$ cat config.mk
export PLATFORM = sky130hd
export DESIGN_NAME = pmc_power_mode_control
export DESIGN_NICKNAME = d
export VERILOG_FILES = /design/src/rtl/pmc_power_mode_control.v /design/src/rtl/pmc_sync.v
export VERILOG_INCLUDE_DIRS = /design/src /design/src/rtl
export SDC_FILE = /design/constraint.sdc
export NUM_CORES = 1
export LEC_CHECK = 0
export BUFFER_PORTS_ARGS = -buffer_cell sky130_fd_sc_hd__buf_2
export CORE_UTILIZATION = 51
export CTS_CLUSTER_DIAMETER = 80
export DETAILED_ROUTE_END_ITERATION = 6
export PLACE_DENSITY = 0.86
export SYNTH_ARGS = -nofsm -noshare
export SYNTH_HDL_FRONTEND = slang
export SYNTH_SLANG_ARGS = --single-unit
$ cat constraint.sdc
create_clock -name clk_i -period 5.3 [get_ports clk_i]
set_clock_uncertainty 0.05 [all_clocks]
set_input_delay 0.265 -clock clk_i [delete_from_list [all_inputs] [get_ports clk_i]]
set_output_delay 0.265 -clock clk_i [all_outputs]
set_load 0.05 [all_outputs]
$ cat src/rtl/pmc_defs.vh
// constants for the power mode controller
`ifndef PMC_DEFS_VH
`define PMC_DEFS_VH
`define PMC_PWR_IDLE_BIT     0
`define PMC_PWR_STOP_BIT     1
`define PMC_OSC_SUSPEND_BIT  5
`define PMC_PWR_RST          8'h00
`define PMC_OSC_RST          8'h00
`define PMC_RESET_VECTOR     16'h0000
`define PMC_OSC_RESTART_NS   100
`define PMC_CLK_NS           10
// restart time in clock cycles, sized to the restart counter
`define PMC_OSC_RESTART_CYC  8'h0a
`endif

$ cat src/rtl/pmc_power_mode_control.v
// power mode controller: idle, stop and suspend sequencing
`include "pmc_defs.vh"
module pmc_power_mode_control
(
   input  wire        clk_i,          // system clock
   input  wire        arst_n_i,       // async reset, active low
   input  wire        ce_i,           // clock enable
   input  wire        pwr_we_i,       // power_control_reg write strobe
   input  wire [7:0]  pwr_wdata_i,    // power_control_reg write data
   input  wire        osc_we_i,       // internal_osc_control_reg write strobe
   input  wire [7:0]  osc_wdata_i,    // internal_osc_control_reg write data
   input  wire        instr_done_i,   // writing instruction completed
   input  wire        irq_pending_i,  // enabled interrupt asserted
   input  wire        wdog_enable_i,  // watchdog_timer enabled
   input  wire        wdog_expire_i,  // watchdog_timer expiry
   input  wire        port_match_i,   // async port match wake
   input  wire        cmp_low_i,      // async comparator low wake
   input  wire        osc_ready_i,    // internal oscillator stable
   input  wire        analog_en_i,    // software analog enables
   output wire [7:0]  pwr_rdata_o,    // power_control_reg read value
   output wire [7:0]  osc_rdata_o,    // internal_osc_control_reg read value
   output reg         cpu_halt_o,     // cpu halted
   output reg         int_osc_en_o,   // internal oscillator enable
   output reg         periph_clk_en_o,// peripheral and timer clock enable
   output reg         irq_en_o,       // interrupt logic active
   output wire        mcd_en_o,       // missing clock detector active
   output wire        ext_osc_hold_o, // external oscillator left as is
   output wire        analog_en_o,    // analog enable passthrough
   output reg         wdog_run_o,     // watchdog counting
   output reg         wdog_reset_o,   // watchdog reset request
   output reg  [15:0] resume_pc_sel_o,// reset vector on reset resume
   output reg  [2:0]  mode_o          // one-hot: suspend, stop, idle; all zero in run
);
   localparam [3:0] ST_RUN  = 4'h1;
   localparam [3:0] ST_IDLE = 4'h2;
   localparam [3:0] ST_STOP = 4'h4;
   localparam [3:0] ST_SUSP = 4'h8;
   localparam [7:0] RESTART_CYC = `PMC_OSC_RESTART_CYC;

   reg  [3:0] state_q;
   reg  [7:0] pwr_q;
   reg  [7:0] osc_q;
   reg        idle_req_q;
   reg        stop_req_q;
   reg  [7:0] restart_q;
   wire       port_match_s;
   wire       cmp_low_s;

   pmc_sync u_sync_pm
   (
      .clk_i    (clk_i),
      .arst_n_i (arst_n_i),
      .ce_i     (ce_i),
      .d_i      (port_match_i),
      .q_o      (port_match_s)
   );

   pmc_sync u_sync_cmp
   (
      .clk_i    (clk_i),
      .arst_n_i (arst_n_i),
      .ce_i     (ce_i),
      .d_i      (cmp_low_i),
      .q_o      (cmp_low_s)
   );

   assign pwr_rdata_o    = pwr_q;
   assign osc_rdata_o    = osc_q;
   assign mcd_en_o       = 1'b1;
   assign ext_osc_hold_o = 1'b1;
   assign analog_en_o    = analog_en_i;

   wire suspend_wake = port_match_s | cmp_low_s;

   always @(posedge clk_i or negedge arst_n_i)
   begin
      if (!arst_n_i)
      begin
         state_q    <= ST_RUN;
         pwr_q      <= `PMC_PWR_RST;
         osc_q      <= `PMC_OSC_RST;
         idle_req_q <= 1'b0;
         stop_req_q <= 1'b0;
         restart_q  <= 8'h00;
         wdog_reset_o <= 1'b0;
      end
      else if (ce_i)
      begin
         wdog_reset_o <= wdog_enable_i & wdog_expire_i & state_q[1];
         case (state_q)
            ST_RUN:
            begin
               if (pwr_we_i)
               begin
                  pwr_q      <= pwr_wdata_i;
                  idle_req_q <= pwr_wdata_i[`PMC_PWR_IDLE_BIT];
                  stop_req_q <= pwr_wdata_i[`PMC_PWR_STOP_BIT];
               end
               if (osc_we_i)
               begin
                  osc_q <= osc_wdata_i;
                  if (osc_wdata_i[`PMC_OSC_SUSPEND_BIT])
                     state_q <= ST_SUSP;
               end
               else if (instr_done_i && stop_req_q)
               begin
                  state_q    <= ST_STOP;
                  stop_req_q <= 1'b0;
                  idle_req_q <= 1'b0;
               end
               else if (instr_done_i && idle_req_q)
               begin
                  idle_req_q <= 1'b0;
                  if (irq_pending_i)
                     pwr_q[`PMC_PWR_IDLE_BIT] <= 1'b0;
                  else
                     state_q <= ST_IDLE;
               end
            end
            ST_IDLE:
            begin
               if (irq_pending_i)
               begin
                  pwr_q[`PMC_PWR_IDLE_BIT] <= 1'b0;
                  state_q <= ST_RUN;
               end
            end
            ST_STOP:
               state_q <= ST_STOP;
            ST_SUSP:
            begin
               if (restart_q != 8'h00)
               begin
                  if (osc_ready_i && restart_q == 8'h01)
                  begin
                     osc_q[`PMC_OSC_SUSPEND_BIT] <= 1'b0;
                     state_q   <= ST_RUN;
                     restart_q <= 8'h00;
                  end
                  else if (restart_q != 8'h01)
                     restart_q <= restart_q - 8'h01;
               end
               else if (suspend_wake)
                  restart_q <= RESTART_CYC;
            end
            default:
               state_q <= ST_RUN;
         endcase
      end
   end

   always @*
   begin
      cpu_halt_o      = 1'b0;
      int_osc_en_o    = 1'b1;
      periph_clk_en_o = 1'b1;
      irq_en_o        = 1'b1;
      wdog_run_o      = wdog_enable_i;
      resume_pc_sel_o = `PMC_RESET_VECTOR;
      mode_o          = 3'b000;
      case (state_q)
         ST_RUN:
            mode_o = 3'b000;
         ST_IDLE:
         begin
            cpu_halt_o = 1'b1;
            mode_o     = 3'b001;
         end
         ST_STOP:
         begin
            cpu_halt_o      = 1'b1;
            int_osc_en_o    = 1'b0;
            periph_clk_en_o = 1'b0;
            irq_en_o        = 1'b0;
            wdog_run_o      = 1'b0;
            mode_o          = 3'b010;
         end
         ST_SUSP:
         begin
            cpu_halt_o      = 1'b1;
            int_osc_en_o    = (restart_q != 8'h00);
            periph_clk_en_o = 1'b0;
            wdog_run_o      = 1'b0;
            mode_o          = 3'b100;
         end
         default:
            mode_o = 3'b000;
      endcase
   end
endmodule // pmc_power_mode_control

$ cat src/rtl/pmc_sync.v
// three-stage synchroniser with second/third agreement
module pmc_sync
(
   input  wire clk_i,    // system clock
   input  wire arst_n_i, // async reset, active low
   input  wire ce_i,     // clock enable
   input  wire d_i,      // asynchronous input
   output reg  q_o       // filtered level
);
   reg s1_q;
   reg s2_q;
   reg s3_q;

   always @(posedge clk_i or negedge arst_n_i)
   begin
      if (!arst_n_i)
      begin
         s1_q <= 1'b0;
         s2_q <= 1'b0;
         s3_q <= 1'b0;
         q_o  <= 1'b0;
      end
      else if (ce_i)
      begin
         s1_q <= d_i;
         s2_q <= s1_q;
         s3_q <= s2_q;
         if (s2_q == s3_q)
            q_o <= s3_q;
      end
   end
endmodule // pmc_sync

==> qor.yml, run 1 <==
run_status: "completed"
hpwl_mm: 3.15
die_h_um: 66.6
yosys_warnings: 0
syn_inst: 209
p_total_mw: 1.55
worstSetupPathType: "reg2reg"
diodes: 0
fmax_mhz: 390
crit_path_max_incr_delay_ns: 0.87
vias: 1691
ys_seq_area_frac: 0.459
async_flop_share: 1.00
end_kind: "flop"
start_kind: "flop"
required_ns: 5.46
p_sw_uw: 751
track_usage: 0.202
routedWlPerCell_um: 13.5
p_int_uw: 797
grt_pass1_vias: 1459
h-tree-depth: 2
cts_setup_buffers: 0
post-route-min-period_ns: 2.57
setup_tns_ns: 0
hold-worst-slack_ns: 0.0339
setup_violations: 0
worstHoldPathType: "in2async"
routed_wl_mm: 4.19
io_buffers: 52
layout.cells.non_filler: 311
path_clk_slew_ns: 0.08
switching_share: 0.485
path_cells: "nor4b_2 -> nand2_1 -> or4b_2 -> a21oi_1"
drtAntennaViolNets: 0
slew_viol_final: 0
dp_cells: 303
cts-buffers-inserted: 5
clk_path_buf_depth: 2
rows: 23
path_max_fanout: 13
setup.worst_path.end: "restart_q[5]"
clk_latency_ns: 0.29
drive_gt1_frac: 0.356
drtIter0Drc: 89
combPwrFrac: 0.509
crit_family: "simple AND/OR/NAND/NOR gates"
r2r_start: "state_q[2]"
pin_count: 73
cp.depth: 4
synth_top_area_cell: "dfrtp_1"
grt_overflow: 0
synth.distinct_cells: 51
cts_root_buffer: "clkbuf_8"
arrival_ns: 2.73
grt_pass1_wl_mm: 6.69
ff2ff_path_depth: 4
clkSinkCount: 39
cts_hold_buffers: 0
syn_to_final_growth_pct: 15.6
synth_area_per_cell_um2: 10.2
start_util: 0.533
gp_congestion: 0.926
ys_ff_latch: 39
synth.area.top_cells: "dfrtp_1 45%, mux2_2 10%, buf_4 6.7%, o21ai_0 3.5%, a21oi_1 3.1%"
p_seq_frac: 0.335
path_buf_inv: 0
via_per_inst: 5.44
peakVddDrop_mv: 0.338
dr.pass1.iters: 4
r2r_slack_ns: 2.73
clockPowerShare: 0.157
synth_top_area_frac: 0.446
nets: 292
drc: 0
maxSlewHeadroom: 0.312
r2r-end: "restart_q[5]"
hold_viol_final: 0
p_leak_nw: 1.19
synthFlopType: "dfrtp_1"
synth_top_cells_by_count: "38 x dfrtp_1, 19 x buf_4, 19 x mux2_2"
yosysMostFrequentCell: "dfrtp_1"
die_x_um: 66.6
cts_tree: "yes"
stdcell_area_um2: 2460
crit_start: "state_q[2]"
rsz0062_at_grt: "no"
p_per_area_nw_per_um2: 628
cp_slowest_cell: "nor4b_2"
grt_max_degree: 40
core-area_um2: 4000
netlist_area_um2: 2130
grt_antenna_before_repair: 0
tightest_slew_ns: 1.02
dieArea_um2: 4440
period_share: 0.484
max_cap_viol_count: 0
synth_edf_count: 0
place_area_um2: 2350
ctsResizeCount: 0
## area by class of cell
cell class                 instances  area [µm²]
timing repair buffer              52         260
multi-input combinational        149        1000
sequential                        39         977
fill                             359        1540
inverter                          13        48.8
clock buffer                       5        68.8
tap                               50        62.6
clock inverter                     3        43.8
## routing by layer
metal	routed length, µm	global-route usage	vias up
li1	-	-	823
met4	34	0.0638	0
met1	1990	0.292	813
met2	1980	0.295	51
met5	0	0	-
met3	181	0.0479	4
## power by group through the flow
stage	logic [mW]	registers [mW]	clock network, mW
after floorplan	0.429	0.717	0
after global placement	0.776	0.516	0
after detailed placement	0.787	0.523	0
after CTS	0.788	0.518	0.249
after global routing	0.841	0.537	0.262
final	0.788	0.518	0.243
## metrics by stage
step | utilization | worst slack (ns)
after CTS | 0.616 | 2.75
after detailed placement | 0.588 | 2.80
after floorplan | - | 1.24
after global routing | 0.616 | 2.52
after global placement | 0.588 | 2.91
final | 0.616 | 2.73
## kinds of logic (layout without fill, tap and decap cells)
| family | count (synthesis) | count (layout) | synth area share |
|---|---|---|---|
| flip-flops | 39 | 39 | 0.459 |
| AND/OR/NAND/NOR | 58 | 58 | 0.163 |
| multiplexers | 21 | 21 | 0.110 |
| adder cells (fa/ha/maj) | 3 | 3 | 0.0176 |
| AO/OA/AOI/OAI | 49 | 49 | 0.146 |
| buffers and inverters | 37 | 73 | 0.102 |
| other | 2 | 18 | 0.00352 |
## layout by cell type (no fill, tap or decap), types with 5 or more instances in the layout
master    instances
buf_2            52
dfrtp_1          38
mux2_2           19
conb_1           18
o21ai_0          15
nand2_1          14
inv_1            13
a21oi_1          13
nor2_1            9
a31oi_1           5
clkbuf_8          5
## worst min path at each step
stage | slack (ns) | startpoint | end | depth (start not counted)
floorplan | -0.08 | arst_n_i | idle_req_q | 0
CTS | 0.06 | arst_n_i | u_sync_pm.s1_q | 1
finish | 0.03 | arst_n_i | osc_rdata_o[2] | 1
detailed placement | 0.37 | arst_n_i | restart_q[3] | 1
global placement | 0.36 | arst_n_i | restart_q[3] | 1
global route | 0.12 | arst_n_i | state_q[1] | 1
## state kept, by name (all words and copies together) (netlist names), 4 cells and up
name / flops
osc_rdata_o: 8
state_q: 4
restart_q: 8
pwr_rdata_o: 8
Power figures use the tool's default switching activity.
==> run 2: changes to the inputs <==
--- a/config.mk
+++ b/config.mk
@@ -6,11 +6,12 @@
 export SDC_FILE = /design/constraint.sdc
 export NUM_CORES = 1
 export LEC_CHECK = 0
+export ABC_AREA = 1
 export BUFFER_PORTS_ARGS = -buffer_cell sky130_fd_sc_hd__buf_2
-export CORE_UTILIZATION = 51
+export CORE_UTILIZATION = 46
 export CTS_CLUSTER_DIAMETER = 80
 export DETAILED_ROUTE_END_ITERATION = 6
-export PLACE_DENSITY = 0.86
+export PLACE_DENSITY = 0.81
 export SYNTH_ARGS = -nofsm -noshare
 export SYNTH_HDL_FRONTEND = slang
 export SYNTH_SLANG_ARGS = --single-unit
==> constraint.sdc (replaced) <==
create_clock -name clk_i -period 2.2 [get_ports clk_i]
set_clock_uncertainty 0.05 [all_clocks]
set_input_delay 0.11 -clock clk_i [delete_from_list [all_inputs] [get_ports clk_i]]
set_output_delay 0.11 -clock clk_i [all_outputs]
set_load 0.05 [all_outputs]
==> run 2 against run 1 <==
Against the previous run: critical path depth increased by 3; non-clock buffer count increased by 13; design area increased by 15%; global-route usage increased by 1.2 points; utilization decreased by 2.1 points; total power increased to 2.7 times the previous value; critical path type is now reg2out; largest power group unchanged; highest routed layer unchanged.
==> qor.yml, run 2 <==
synth.distinct_cells: 28
final_cell_mix: "118 x nand2_1, 52 x buf_2, 38 x dfrtp_1"
h-tree-depth: 2
yosysMostFrequentCell: "nand2_1"
synth.area.top_cells: "dfrtp_1 41%, nand2_1 19%, buf_4 6.2%, nand3_1 5.8%, inv_1 5.7%"
post-route-min-period_ns: 2.04
dr.pass1.iters: 4
vias: 2107
drtIter0Drc: 144
arrival_ns: 1.88
track_usage: 0.214
hold_viol_final: 0
io_buffers: 52
synthFlopType: "dfrtp_1"
hpwl_mm: 3.66
diodes: 0
die_x_um: 72.9
dieArea_um2: 5320
worstHoldPathType: "in2reg"
cts_tree: "yes"
path_clk_slew_ns: 0.08
end_kind: "output port"
drc: 0
syn_inst: 317
clk_latency_ns: 0.29
period_share: 0.929
netlist_area_um2: 2310
maxSlewHeadroom: 0.420
tightest_slew_ns: 0.869
start_kind: "flop"
fmax_mhz: 489
grt_antenna_before_repair: 0
grt_max_degree: 40
die_h_um: 72.9
worstSetupPathType: "reg2out"
routedWlPerCell_um: 11.4
p_total_mw: 4.11
setup_violations: 0
gp_congestion: 0.854
async_flop_share: 1.00
rows: 25
grt_pass1_vias: 1955
cts_root_buffer: "clkbuf_8"
syn_to_final_growth_pct: 22.9
drtAntennaViolNets: 0
synth_area_per_cell_um2: 7.30
grt_pass1_wl_mm: 8.72
max_cap_viol_count: 0
p_per_area_nw_per_um2: 1440
ctsResizeCount: 0
pin_count: 73
grt_overflow: 0
core-area_um2: 4790
path_max_fanout: 5
synth_top_area_frac: 0.411
clk_path_buf_depth: 2
start_util: 0.484
hold-worst-slack_ns: 0.00522
synth_top_area_cell: "dfrtp_1"
yosys_warnings: 0
slew_viol_final: 0
rsz0062_at_grt: "no"
via_per_inst: 4.67
nets: 415
ys_seq_area_frac: 0.422
required_ns: 2.04
synth_edf_count: 0
p_leak_nw: 1.66
drive_gt1_frac: 0.237
setup_tns_ns: 0
peakVddDrop_mv: 0.764
clkSinkCount: 39
ys_ff_latch: 39
run_status: "completed"
synth_top_cells_by_count: "118 x nand2_1, 38 x dfrtp_1, 35 x inv_1"
final_common_cell: "nand2_1"
routed_wl_mm: 5.13
cts-buffers-inserted: 5
## run 2: critical path: stages, from the launching register on
cell     delay [ns]
dfstp_2        0.58
nor2_1         0.10
nand3_1        0.14
inv_1          0.15
nor2_4         0.16
inv_1          0.10
nor2_4         0.10
buf_2          0.25
## run 2: final timing paths
kind / start / slack, ns / depth (start not counted) / to
max reg2reg: restart_q[1] / 0.46 / 9 / state_q[1]
max: state_q[0] / 0.16 / 7 / wdog_run_o
min reg2reg: osc_rdata_o[3] / 0.42 / 2 / osc_rdata_o[3]
min: osc_wdata_i[3] / 0.005 / 3 / osc_rdata_o[3]
max in group asynchronous: arst_n_i / 1.11 / 2 / wdog_reset_o
min in group asynchronous: arst_n_i / 0.44 / 2 / u_sync_cmp.s1_q
## run 2: power by group
part / switching (mW) / total, mW / internal, mW
registers: 0.195 / 1.18 / 0.982
logic: 1.70 / 2.31 / 0.609
clock network: 0.257 / 0.624 / 0.367
## run 2: stage by stage
stage	utilization	instances	instance area, µm²	worst slack, ns
CTS	0.595	451	2850	0.169
floorplan	-	333	2410	0.0792
detailed placement	0.543	430	2600	0.491
global placement	0.543	430	2600	0.560
finish	0.595	451	2850	0.156
global route	0.595	451	2850	0.0533
## run 2: per-layer routing
metal	wire length (µm)	GRT usage	share of wire
met1	2190	0.259	0.43
met2	2510	0.358	0.49
met3	287	0.0525	0.056
met4	144	0.102	0.028
met5	0	0	0
## run 2: timing repair
action	4_1_cts	5_1_grt
endpoints found under the hold margin	50	0
hold buffers	13	0
buffers inserted	0	0
## run 2: final cells by class
class,instances,area (µm²)
fill,450,1940
clock buffer,6,82.6
multi-input combinational,233,1130
tap,67,83.8
timing repair buffer,65,390
clock inverter,2,35.0
inverter,39,150
sequential,39,977
## run 2: logic make-up (layout without fill, tap and decap cells)
logic type / count (synthesis) / in the layout / synth area share
buffers and inverters: 61 / 112 / 0.131
other: 2 / 18 / 0.00324
and+or+nand+nor: 194 / 194 / 0.382
AOI/OAI and AO/OA: 18 / 18 / 0.0454
DFF: 39 / 39 / 0.422
adders and majority gates: 3 / 3 / 0.0162
